File: config.mk
export PLATFORM = sky130hd
export DESIGN_NAME = manch_dev_flat
export DESIGN_NICKNAME = d
export VERILOG_FILES = /design/src/hw/manch_pkg.sv /design/src/hw/manch_link_if.sv /design/src/hw/manch_dev.sv /design/src/flat_wrapper.sv
export SDC_FILE = /design/constraint.sdc
export NUM_CORES = 1
export LEC_CHECK = 0
export BUFFER_PORTS_ARGS = -buffer_cell sky130_fd_sc_hd__buf_4
export CAP_MARGIN = 20
export CORE_UTILIZATION = 65
export CTS_CLUSTER_SIZE = 25
export DETAILED_ROUTE_END_ITERATION = 12
export PLACE_DENSITY = 0.95
export REMOVE_ABC_BUFFERS = 1
export SYNTH_ARGS = -nofsm -noshare
export SYNTH_HDL_FRONTEND = slang
export SYNTH_SLANG_ARGS = --single-unit
File: constraint.sdc
create_clock -name clk -period 7.5 [get_ports clk]
set_input_delay 1.5 -clock clk [delete_from_list [all_inputs] [get_ports clk]]
set_output_delay 1.5 -clock clk [all_outputs]
set_load 0.02 [all_outputs]
File: src/hw/manch_pkg.sv
// shared constants and crc helpers for the supply-line manchester link
package manch_pkg;
  // ----------------------------------------------------------------
  // clock and frame geometry
  // ----------------------------------------------------------------
  localparam int unsigned CLK_PERIOD_NS = 25;
  localparam int unsigned MASK_W        = 4;
  localparam int unsigned ADDR_W        = 6;
  localparam int unsigned DATA_W        = 16;
  localparam int unsigned CRC_W         = 3;
  localparam int unsigned WR_LEN        = 27; // rw, mask, addr, data
  localparam int unsigned RD_LEN        = 11; // rw, mask, addr
  localparam int unsigned RSP_LEN       = 22; // id, four flags, data
  localparam int unsigned RSP_BITS      = 27; // sync, payload, crc
  localparam int unsigned CMD_WR_BITS   = 32; // sync, payload, crc
  localparam int unsigned CMD_RD_BITS   = 16;

  // ----------------------------------------------------------------
  // fixed codes and reset values
  // ----------------------------------------------------------------
  localparam logic [2:0]  CRC_INIT     = 3'h7;
  localparam logic [5:0]  SPECIAL_ADDR = 6'h3f;
  localparam logic [15:0] ACCESS_DATA  = 16'h62d2;
  localparam logic [2:0]  PIN_RST      = 3'h1; // supply line idles high
  localparam logic [1:0]  SYNC_CODE    = 2'h0;

  // ----------------------------------------------------------------
  // crc x^3+x+1, msb first
  // ----------------------------------------------------------------
  function automatic logic [2:0] crc_step(input logic [2:0] c, input logic d);
    crc_step = {c[1], c[0] ^ c[2] ^ d, c[2] ^ d};
  endfunction : crc_step

  // crc over the low n bits of a right-justified vector
  function automatic logic [2:0] crc_calc(input logic [26:0] v, input int n);
    logic [2:0] c;
    c = CRC_INIT;
    for (int i = 26; i >= 0; i--) begin
      if (i < n) begin
        c = crc_step(c, v[i]);
      end
    end
    crc_calc = c;
  endfunction : crc_calc
endpackage : manch_pkg

File: src/hw/manch_link_if.sv
// supply-line command wire and open-drain response wire between the two ends
`timescale 1ns/1ps
interface manch_link_if;
  logic cmd_line;
  logic od_out;
  logic od_oe_n;
  logic resp_line;

  // pull-up on the response wire when the device releases it
  assign resp_line = od_oe_n ? 1'b1 : od_out;

  modport dev (input cmd_line, output od_out, output od_oe_n);
  modport host (output cmd_line, input resp_line);
endinterface : manch_link_if

File: src/hw/manch_dev.sv
// device end: decodes supply-line commands and answers reads on the open-drain line
//
// Contract
// - falling mid-cell is one, rising is zero
// - frame opens with two zero sync bits
// - rw, mask, address, data only for writes
// - three-bit crc closes and checks every command
// - mask bit at own identity selects die
// - zero mask skips identity compare, all accept
// - identity from data-in high, chip-select low
// - valid addressed read gets open-drain response
// - status carries identity, zero when broadcast
// - broadcast flag on zero mask or spi
// - abort flag on missing edge after sync
// - overrun flag when command overlaps response
// - checksum flag after failed command crc
// - no read answers before access code
// - access code enters mode, mask ignored
// - other data at special address exits mode
// - read address picks the returned register
// - controller reads one die at a time
// - crc x3+x+1, preset 111, msb first
// - response order sync, id, flags, data, crc
// - disable bit ignores all line activity
// - entering mode stops angle output, aborts sending
//
// Decided for this implementation: the register offsets and strobed register access.
`timescale 1ns/1ps
module manch_dev #(
  parameter int unsigned CNT_W = 16
) (
  input  wire logic                        clk,
  input  wire logic                        srst,
  manch_link_if.dev                        link,
  input  wire logic                        serial_disable_bit,
  input  wire logic                        spi_mode,
  input  wire logic                        di_pin,
  input  wire logic                        cs_pin,
  input  wire logic                        pwm_level,
  input  wire logic [manch_pkg::DATA_W-1:0] rd_data,
  output logic                             man_mode,
  output logic                             wr_stb,
  output logic [manch_pkg::ADDR_W-1:0]     wr_addr,
  output logic [manch_pkg::DATA_W-1:0]     wr_data,
  output logic                             rd_stb,
  output logic [manch_pkg::ADDR_W-1:0]     rd_addr
);
  import manch_pkg::*;

  typedef enum logic [1:0] {D_IDLE, D_SYNC, D_BITS} dec_state_type;
  typedef enum logic [1:0] {T_IDLE, T_FETCH, T_SEND} tx_state_type;

  // ----------------------------------------------------------------
  // pin synchronisers: line, chip-select, data-in
  // ----------------------------------------------------------------
  logic [2:0] pin_in;
  logic [2:0] s1_r;
  logic [2:0] s2_r;
  logic [2:0] s3_r;
  logic [2:0] filt_r;

  assign pin_in = {di_pin, cs_pin, link.cmd_line};

  // a change counts only once stages two and three agree
  for (genvar g = 0; g < 3; g++) begin : g_sync
    always_ff @(posedge clk) begin
      if (srst) begin
        s1_r[g]   <= PIN_RST[g];
        s2_r[g]   <= PIN_RST[g];
        s3_r[g]   <= PIN_RST[g];
        filt_r[g] <= PIN_RST[g];
      end else begin
        s1_r[g] <= pin_in[g];
        s2_r[g] <= s1_r[g];
        s3_r[g] <= s2_r[g];
        if (s2_r[g] == s3_r[g]) begin
          filt_r[g] <= s3_r[g];
        end
      end
    end
  end

  // ----------------------------------------------------------------
  // frame decoder
  // ----------------------------------------------------------------
  dec_state_type    dstate_r;
  logic             lv_q_r;
  logic [CNT_W-1:0] cnt_r;
  logic [CNT_W-1:0] half_r;
  logic [5:0]       n_r;
  logic [29:0]      sh_r;
  logic [2:0]       crc_r;
  logic             rw_r;
  logic             fdone_r;
  logic             rise;
  logic             fall;
  logic [CNT_W+1:0] th_lo;
  logic [CNT_W+1:0] th_hi;
  logic             bit_ok;
  logic             ab_now;
  logic [5:0]       len_cur;
  logic [1:0]       die_id;

  assign die_id = filt_r[2:1];
  assign rise   = filt_r[0] & ~lv_q_r;
  assign fall   = ~filt_r[0] & lv_q_r;
  // edges before 1.5 half-bits are cell boundaries, after 2.5 the frame died
  assign th_lo  = {2'b00, half_r} + {3'b000, half_r[CNT_W-1:1]};
  assign th_hi  = {1'b0, half_r, 1'b0} + {3'b000, half_r[CNT_W-1:1]};
  assign bit_ok = (dstate_r == D_BITS) && (rise || fall) && ({2'b00, cnt_r} > th_lo);
  assign ab_now = (dstate_r == D_BITS) && ((bit_ok && n_r == 6'd0 && fall) ||
                  (!bit_ok && {2'b00, cnt_r} > th_hi));
  assign len_cur = (n_r == 6'd1) ? (fall ? 6'(RD_LEN) : 6'(WR_LEN)) :
                   (rw_r ? 6'(RD_LEN) : 6'(WR_LEN));

  always_ff @(posedge clk) begin
    if (srst) begin
      lv_q_r <= 1'b1;
    end else begin
      lv_q_r <= filt_r[0];
    end
  end

  // disable bit holds the decoder idle so the line is never looked at
  always_ff @(posedge clk) begin
    if (srst || serial_disable_bit) begin
      dstate_r <= D_IDLE;
      cnt_r    <= '0;
      half_r   <= '0;
      n_r      <= '0;
      sh_r     <= '0;
      crc_r    <= CRC_INIT;
      rw_r     <= 1'b0;
      fdone_r  <= 1'b0;
    end else begin
      fdone_r <= 1'b0;
      cnt_r   <= cnt_r + 1'b1;
      case (dstate_r)
        D_IDLE: begin
          cnt_r <= '0;
          if (fall) begin
            dstate_r <= D_SYNC;
          end
        end
        D_SYNC: begin
          if (rise) begin
            half_r   <= cnt_r + 1'b1;
            cnt_r    <= '0;
            n_r      <= '0;
            crc_r    <= CRC_INIT;
            dstate_r <= D_BITS;
          end else if (&cnt_r) begin
            dstate_r <= D_IDLE;
          end
        end
        D_BITS: begin
          if (ab_now) begin
            dstate_r <= D_IDLE;
          end else if (bit_ok) begin
            cnt_r <= '0;
            n_r   <= n_r + 6'd1;
            if (n_r != 6'd0) begin
              sh_r <= {sh_r[28:0], fall};
            end
            if (n_r == 6'd1) begin
              rw_r <= fall;
            end
            if (n_r != 6'd0 && n_r <= len_cur) begin
              crc_r <= crc_step(crc_r, fall);
            end
            if (n_r == len_cur + 6'd3) begin
              fdone_r  <= 1'b1;
              dstate_r <= D_IDLE;
            end
          end
        end
        default: dstate_r <= D_IDLE;
      endcase
    end
  end

  // ----------------------------------------------------------------
  // command evaluation, one cycle after the last bit
  // ----------------------------------------------------------------
  tx_state_type       tstate_r;
  logic               crc_ok;
  logic [3:0]         f_mask;
  logic [5:0]         f_addr;
  logic [15:0]        f_data;
  logic               bcast;
  logic               hit;
  logic               special;
  logic               cmd_ok;
  logic               rd_go;
  logic               man_mode_r;

  assign crc_ok  = (sh_r[2:0] == crc_r);
  assign f_mask  = rw_r ? sh_r[12:9] : sh_r[28:25];
  assign f_addr  = rw_r ? sh_r[8:3] : sh_r[24:19];
  assign f_data  = sh_r[18:3];
  assign bcast   = (f_mask == 4'h0);
  assign hit     = bcast || f_mask[die_id];
  assign special = !rw_r && (f_addr == SPECIAL_ADDR);
  assign cmd_ok  = fdone_r && crc_ok;
  assign rd_go   = cmd_ok && rw_r && man_mode_r && hit && (tstate_r == T_IDLE);

  // access and exit codes act whatever the mask says
  always_ff @(posedge clk) begin
    if (srst) begin
      man_mode_r <= 1'b0;
    end else if (cmd_ok && special) begin
      man_mode_r <= (f_data == ACCESS_DATA);
    end
  end

  // writes reach the register side only when valid and addressed
  logic       wr_stb_r;
  logic [5:0] wr_addr_r;
  logic [15:0] wr_data_r;
  always_ff @(posedge clk) begin
    if (srst) begin
      wr_stb_r  <= 1'b0;
      wr_addr_r <= '0;
      wr_data_r <= '0;
    end else begin
      wr_stb_r <= cmd_ok && !rw_r && !special && man_mode_r && hit;
      if (cmd_ok && !rw_r) begin
        wr_addr_r <= f_addr;
        wr_data_r <= f_data;
      end
    end
  end

  // ----------------------------------------------------------------
  // sticky error flags, cleared when reported; a new event wins
  // ----------------------------------------------------------------
  logic ae_r;
  logic ovr_r;
  logic cse_r;
  logic clr;
  assign clr = (tstate_r == T_FETCH);
  always_ff @(posedge clk) begin
    if (srst) begin
      ae_r  <= 1'b0;
      ovr_r <= 1'b0;
      cse_r <= 1'b0;
    end else begin
      ae_r  <= ab_now | (ae_r & ~clr);
      ovr_r <= (fdone_r && tstate_r != T_IDLE) | (ovr_r & ~clr);
      cse_r <= (fdone_r && !crc_ok) | (cse_r & ~clr);
    end
  end

  // ----------------------------------------------------------------
  // response transmitter at the measured half-bit
  // ----------------------------------------------------------------
  logic [26:0]      tw_r;
  logic [4:0]       tb_r;
  logic [CNT_W-1:0] hc_r;
  logic             ph_r;
  logic             bc_r;
  logic             rd_stb_r;
  logic [5:0]       rd_addr_r;
  logic [21:0]      rsp_pay;
  logic [26:0]      rsp_word;
  logic             od_oe_n_r;

  assign rsp_pay  = {(bc_r ? 2'b00 : die_id), bc_r, ae_r, ovr_r, cse_r, rd_data};
  assign rsp_word = {SYNC_CODE, rsp_pay, crc_calc({5'b00000, rsp_pay}, RSP_LEN)};

  always_ff @(posedge clk) begin
    if (srst) begin
      tstate_r  <= T_IDLE;
      tw_r      <= '0;
      tb_r      <= '0;
      hc_r      <= '0;
      ph_r      <= 1'b0;
      bc_r      <= 1'b0;
      rd_stb_r  <= 1'b0;
      rd_addr_r <= '0;
    end else begin
      rd_stb_r <= 1'b0;
      case (tstate_r)
        T_IDLE: begin
          if (rd_go) begin
            rd_stb_r  <= 1'b1;
            rd_addr_r <= f_addr;
            bc_r      <= bcast || spi_mode;
            tstate_r  <= T_FETCH;
          end
        end
        T_FETCH: begin
          tw_r     <= rsp_word;
          tb_r     <= '0;
          hc_r     <= '0;
          ph_r     <= 1'b0;
          tstate_r <= T_SEND;
        end
        T_SEND: begin
          if (!man_mode_r) begin
            tstate_r <= T_IDLE;
          end else if (hc_r == half_r - 1'b1) begin
            hc_r <= '0;
            ph_r <= ~ph_r;
            if (ph_r) begin
              tw_r <= {tw_r[25:0], 1'b0};
              tb_r <= tb_r + 5'd1;
              if (tb_r == 5'(RSP_BITS - 1)) begin
                tstate_r <= T_IDLE;
              end
            end
          end else begin
            hc_r <= hc_r + 1'b1;
          end
        end
        default: tstate_r <= T_IDLE;
      endcase
    end
  end

  // angle output silenced while in serial mode; line released when idle
  always_ff @(posedge clk) begin
    if (srst) begin
      od_oe_n_r <= 1'b1;
    end else if (tstate_r == T_SEND) begin
      od_oe_n_r <= ph_r ? ~tw_r[26] : tw_r[26];
    end else begin
      od_oe_n_r <= man_mode_r ? 1'b1 : pwm_level;
    end
  end

  assign link.od_out  = 1'b0;
  assign link.od_oe_n = od_oe_n_r;
  assign man_mode     = man_mode_r;
  assign wr_stb       = wr_stb_r;
  assign wr_addr      = wr_addr_r;
  assign wr_data      = wr_data_r;
  assign rd_stb       = rd_stb_r;
  assign rd_addr      = rd_addr_r;
endmodule : manch_dev

File: src/flat_wrapper.sv
// flat-port wrapper written by rule: the top's interface ports become plain ports
module manch_dev_flat import manch_pkg::*;
#(
  parameter int unsigned CNT_W = 16
)
  (clk, srst, serial_disable_bit, spi_mode, di_pin, cs_pin, pwm_level, rd_data, man_mode, wr_stb, wr_addr, wr_data, rd_stb, rd_addr, link_cmd_line, link_od_out, link_od_oe_n);
  manch_link_if link_i ();
  input  wire logic clk;
  input  wire logic srst;
  input  wire logic serial_disable_bit;
  input  wire logic spi_mode;
  input  wire logic di_pin;
  input  wire logic cs_pin;
  input  wire logic pwm_level;
  input  wire logic [manch_pkg::DATA_W-1:0] rd_data;
  output logic man_mode;
  output logic wr_stb;
  output logic [manch_pkg::ADDR_W-1:0] wr_addr;
  output logic [manch_pkg::DATA_W-1:0] wr_data;
  output logic rd_stb;
  output logic [manch_pkg::ADDR_W-1:0] rd_addr;
  input wire logic [$bits(link_i.cmd_line)-1:0] link_cmd_line;
  output wire logic [$bits(link_i.od_out)-1:0] link_od_out;
  output wire logic [$bits(link_i.od_oe_n)-1:0] link_od_oe_n;
  assign link_i.cmd_line = link_cmd_line;
  assign link_od_out = link_i.od_out;
  assign link_od_oe_n = link_i.od_oe_n;
  manch_dev #(.CNT_W(CNT_W)) u_core (.clk(clk), .srst(srst), .link(link_i), .serial_disable_bit(serial_disable_bit), .spi_mode(spi_mode), .di_pin(di_pin), .cs_pin(cs_pin), .pwm_level(pwm_level), .rd_data(rd_data), .man_mode(man_mode), .wr_stb(wr_stb), .wr_addr(wr_addr), .wr_data(wr_data), .rd_stb(rd_stb), .rd_addr(rd_addr));
endmodule
==> results list <==
- Die Footprint: 16,800 sq um
* CP arrival: about 5.5 ns
- Largest fanout on the critical path: 29
* Fmax: 0.193 GHz
- Worst IR drop on VDD: roughly 0.15 mV
- The analysis attributes to cell leakage a power of ~4.5 nW.
* CP Data Required Time: 7.78 ns
* Non-filler cells, final: 1,487
- The floorplan has 46 rows.
* Wire length of the first global-routing pass: ~43,000 um
- Placed cells: between 1,000 and 1,500
* Post-CTS Setup Bufs: 0
- Met1 routed wirelength after detailed routing: 10,700 um
- Chip Width: 129 um
- Number of standard cells after synthesis: roughly 1,200
- Proportion of synthesized flip-flops having asynchronous set or reset: 0
- Met2 wirelength from detailed routing: 13,200 um
- Highest cell delay on the worst timing path: around 0.55 ns
- TritonCTS buffer count: 17
- Core region area: about 16,000 sq um
- After detailed routing, the number of remaining DRC violations is 0.
- Setup tns final: 0 ns
- Slowest cell on the critical path: sky130_fd_sc_hd__or4_1
* Diodes inserted: 0
- Number of synthesized register bits: approximately 170
* Uppermost layer routed: met4
- Effective utilization at floorplan: 0.665
- In this run the vertical extent of the chip is 129 um.
- In the routed layout, each cell is associated on average with a via count of a little over 6.
- The worst setup path is captured at a register.
- The detail route stage leaves a number of antenna-violating nets equal to 0.
- The number of buffers and inverters on the critical path is 1.
* Via total after detailed routing: 9,254
- Fraction of layout cells with a size suffix above 1: 0.113
- Setup repair after global routing missed its margin: no
- Cell at the root of the clock tree: sky130_fd_sc_hd__clkbuf_16
- Met3 wirelength from detailed routing: approximately 1500 um
- Number of H-tree branching levels: 4
- DR iter-0 viols: 990
* Post-synth top flop: sky130_fd_sc_hd__dfxtp_1
- Class of the most critical hold timing path: reg -> reg
* Worst slew margin: 0.323
- For the pin with the worst max-slew slack, the measured transition is 1.01 ns.
- Clock Sinks: 174
- 57 I/O pins were placed.
* Resize count post-CTS: 0
- HPWL after detailed placement: 17,100 um
- Shortest clock period the worst path allows after layout: 5.19 ns
- The tool flagged a number of max-cap violations equal to 0.
- Pin count of the biggest net entering global routing: 57
- Walking the worst path, the cells encountered are ha_1, fa_1, a21oi_1, nor2_1, or4_1, a21oi_1, nor2_1, a31o_2, a21oi_1, xnor2_1, ha_1, nand4_1, nor2_1, o21a_1, a221o_1, nand2_1, nor3_4, buf_4, mux2i_1, nor2_1.
- Final setup fails: 0
* Top delay family on crit path: simple AND/OR/NAND/NOR gates
- Longest Clk Path Bufs: 2
- Clock-pin slew was measured on the worst setup and hold paths at 0.07 ns.
- At the end of routability-driven placement, the weighted congestion stood at approximately 0.95.
- Initial antenna violation count: 0
- The worst setup path is launched from a register.
* Post-route clock period utilization: 0.692
* Fill cells: 1,055
* Area growth, synth to finish: 11.1%
* Area of combinational cells with multiple inputs: roughly 6700 sq um
- The netlist uses 71 different library cells.
- Mapped cell area: 10,600 sq um
- Global-route total usage across every layer: 0.320
* Layout Skew: ~0.0074 ns
- The pre-antenna-repair detailed-routing pass consisted of 5 iterations.
- The total count of max-transition violations in the final report is 0.
- The flow ran to the end, and the final reports show no timing, DRC or antenna violations.
- Most used cell, CP: sky130_fd_sc_hd__nor2_1
- Total power density per cell area: roughly 160 nW/um^2
* Setup Crit Path Kind: reg -> reg
- The final layout contains routed wiring with a total length of approximately 26,000 um.
- At the later pin of the worst-skew pair, clock insertion delay measures 0.45 ns.
- FF/Latch Area: roughly 3500 sq um
- Nets: 1,383
- Each instance of the synthesized netlist takes up on average ~8.6 sq um.
- Via count of the first global-routing pass: 9,097
* Total of warnings raised by yosys: 0
- In this run, post-CTS hold repair placed 0 buffers.
- For this run the aggregate overflow at the end of global routing stands at 0.
- The number of failing hold endpoints at the final stage is 0.
* IO Port Bufs: 55
- Register area share after synthesis: 0.330
- In the final routed layout, each cell accounts on average for between 15 and 20 um.
- EDFF count, synth: 0
* CTS tree: yes
[path summary, 6_finish.rpt]
check,end,from,cells past startpoint,slack (ns)
setup / recovery,u_core.sh_r[13]$_SDFFE_PP0P_,u_core.half_r[1]$_SDFFE_PP0P_,20,2.31
hold / removal,u_core.s2_r[0]$_SDFF_PP1_,u_core.s1_r[0]$_SDFF_PP1_,1,0.42
setup reg to reg,u_core.sh_r[13]$_SDFFE_PP0P_,u_core.half_r[1]$_SDFFE_PP0P_,20,2.31
hold reg to reg,u_core.s2_r[0]$_SDFF_PP1_,u_core.s1_r[0]$_SDFF_PP1_,1,0.42
[through the flow]
stage / setup WS (ns) / hold WS (ns) / utilization / power (mW) / cell area (sq um)
2_1_floorplan: 2.04 / 0.389 / - / 0.997 / 10300
4_1_cts: 2.44 / 0.422 / 0.737 / 1.94 / 11700
3_5_place_dp: 2.70 / 0.398 / 0.697 / 1.03 / 11100
3_3_place_gp: 2.94 / 0.401 / 0.697 / 1.02 / 11100
5_1_grt: 2.03 / 0.426 / 0.738 / 1.98 / 11700
6_report: 2.31 / 0.419 / 0.738 / 1.93 / 11700
[worst reg2reg max path: cells and delay by family (launching register included)]
kind / cells / cell delay, ns
AO/OA/AOI/OAI: 6 / 1.26
XOR/XNOR: 1 / 0.13
adder cells (fa/ha/maj): 3 / 1.07
buffers and inverters: 1 / 0.43
flip-flops: 1 / 0.42
multiplexers: 1 / 0.32
AND/OR/NAND/NOR: 8 / 1.41
[power by group]
part	internal (mW)	switching, mW
registers	0.925	0.00105
clock network	0.509	0.420
logic	0.0370	0.0434
[cells in the mapped netlist, types with 8 or more instances]
cell type,instances,share of area
sky130_fd_sc_hd__ha_1,99,0.12
sky130_fd_sc_hd__and3_1,16,0.0095
sky130_fd_sc_hd__or3_1,12,0.0071
sky130_fd_sc_hd__a211oi_2,23,0.027
sky130_fd_sc_hd__a21oi_1,76,0.036
sky130_fd_sc_hd__nor2_1,150,0.053
sky130_fd_sc_hd__a21o_1,10,0.0071
sky130_fd_sc_hd__nor2b_1,15,0.0089
sky130_fd_sc_hd__nand2_1,114,0.041
sky130_fd_sc_hd__inv_1,52,0.018
sky130_fd_sc_hd__a211oi_1,27,0.019
sky130_fd_sc_hd__nand3_1,31,0.015
sky130_fd_sc_hd__nand2b_1,14,0.0083
sky130_fd_sc_hd__clkbuf_1,36,0.013
sky130_fd_sc_hd__nand4_1,16,0.0095
sky130_fd_sc_hd__mux2i_1,61,0.058
sky130_fd_sc_hd__xnor2_1,55,0.046
sky130_fd_sc_hd__nor3_1,33,0.016
sky130_fd_sc_hd__o21ai_0,29,0.014
sky130_fd_sc_hd__dfxtp_1,174,0.33
sky130_fd_sc_hd__nor2_2,8,0.0047
sky130_fd_sc_hd__xor2_1,55,0.046
[routing by layer]
| metal | vias up | GRT usage |
|---|---|---|
| li1 | 4349 | - |
| met1 | 4451 | 0.369 |
| met2 | 372 | 0.570 |
| met3 | 82 | 0.0533 |
| met4 | 0 | 0.162 |
| met5 | - | 0 |
[flip-flops by register name (all words and copies together), names as in the netlist, 2 cells and up]
signal	cells
u_core.wr_data	16
u_core.half_r	16
u_core.wr_addr	6
u_core.crc_r	3
u_core.tw_r	27
u_core.dstate_r	2
u_core.die_id	2
u_core.rd_addr	6
u_core.cnt_r	16
u_core.s3_r	3
u_core.s2_r	3
u_core.hc_r	16
u_core.s1_r	3
u_core.sh_r	29
u_core.tstate_r	2
u_core.tb_r	5
u_core.n_r	6
[layout make-up]
class | count | share of cell area
clock buffer | 17 | 0.0363
clock inverter | 15 | 0.0171
inverter | 52 | 0.0166
multi-input combinational | 950 | 0.568
sequential | 174 | 0.297
tap | 216 | 0.0230
timing repair buffer | 63 | 0.0420
[kinds of logic after synthesis]
group,share of synthesized area
muxes,0.0578
other,0.000355
adders and majority gates,0.121
buffers and inverters,0.0406
DFF,0.330
and+or+nand+nor,0.203
AOI/OAI and AO/OA,0.150
xor gates and xnor gates,0.0976
[cells in the final DEF, fill, tap and decap left out, types with 4 or more instances in the layout]
cell type	netlist	final
sky130_fd_sc_hd__and3_1	16	16
sky130_fd_sc_hd__nor2_2	8	8
sky130_fd_sc_hd__nand2_1	114	114
sky130_fd_sc_hd__clkinv_4	0	4
sky130_fd_sc_hd__nand3_1	31	31
sky130_fd_sc_hd__nand2b_1	14	14
sky130_fd_sc_hd__nor2b_1	15	15
sky130_fd_sc_hd__xor2_1	55	55
sky130_fd_sc_hd__o21a_1	4	4
sky130_fd_sc_hd__inv_1	52	52
sky130_fd_sc_hd__a211oi_1	27	27
sky130_fd_sc_hd__a211oi_2	23	23
sky130_fd_sc_hd__a31o_2	5	5
sky130_fd_sc_hd__or2_2	7	7
sky130_fd_sc_hd__nor3_1	33	33
sky130_fd_sc_hd__nor2_1	150	150
sky130_fd_sc_hd__mux2i_1	61	61
sky130_fd_sc_hd__xnor2_1	55	55
sky130_fd_sc_hd__clkbuf_16	0	17
sky130_fd_sc_hd__a21o_1	10	10
sky130_fd_sc_hd__dfxtp_1	174	174
sky130_fd_sc_hd__o21ai_0	29	29
sky130_fd_sc_hd__nand4_1	16	16
sky130_fd_sc_hd__or3_1	12	12
sky130_fd_sc_hd__a21oi_1	76	76
sky130_fd_sc_hd__o211ai_1	7	7
sky130_fd_sc_hd__a31oi_1	4	4
sky130_fd_sc_hd__and2_1	4	4
sky130_fd_sc_hd__o2111ai_1	4	4
sky130_fd_sc_hd__buf_4	5	62
sky130_fd_sc_hd__nor4_1	7	6
sky130_fd_sc_hd__or4_1	6	6
sky130_fd_sc_hd__ha_1	99	99
Power figures use the tool's default switching activity.
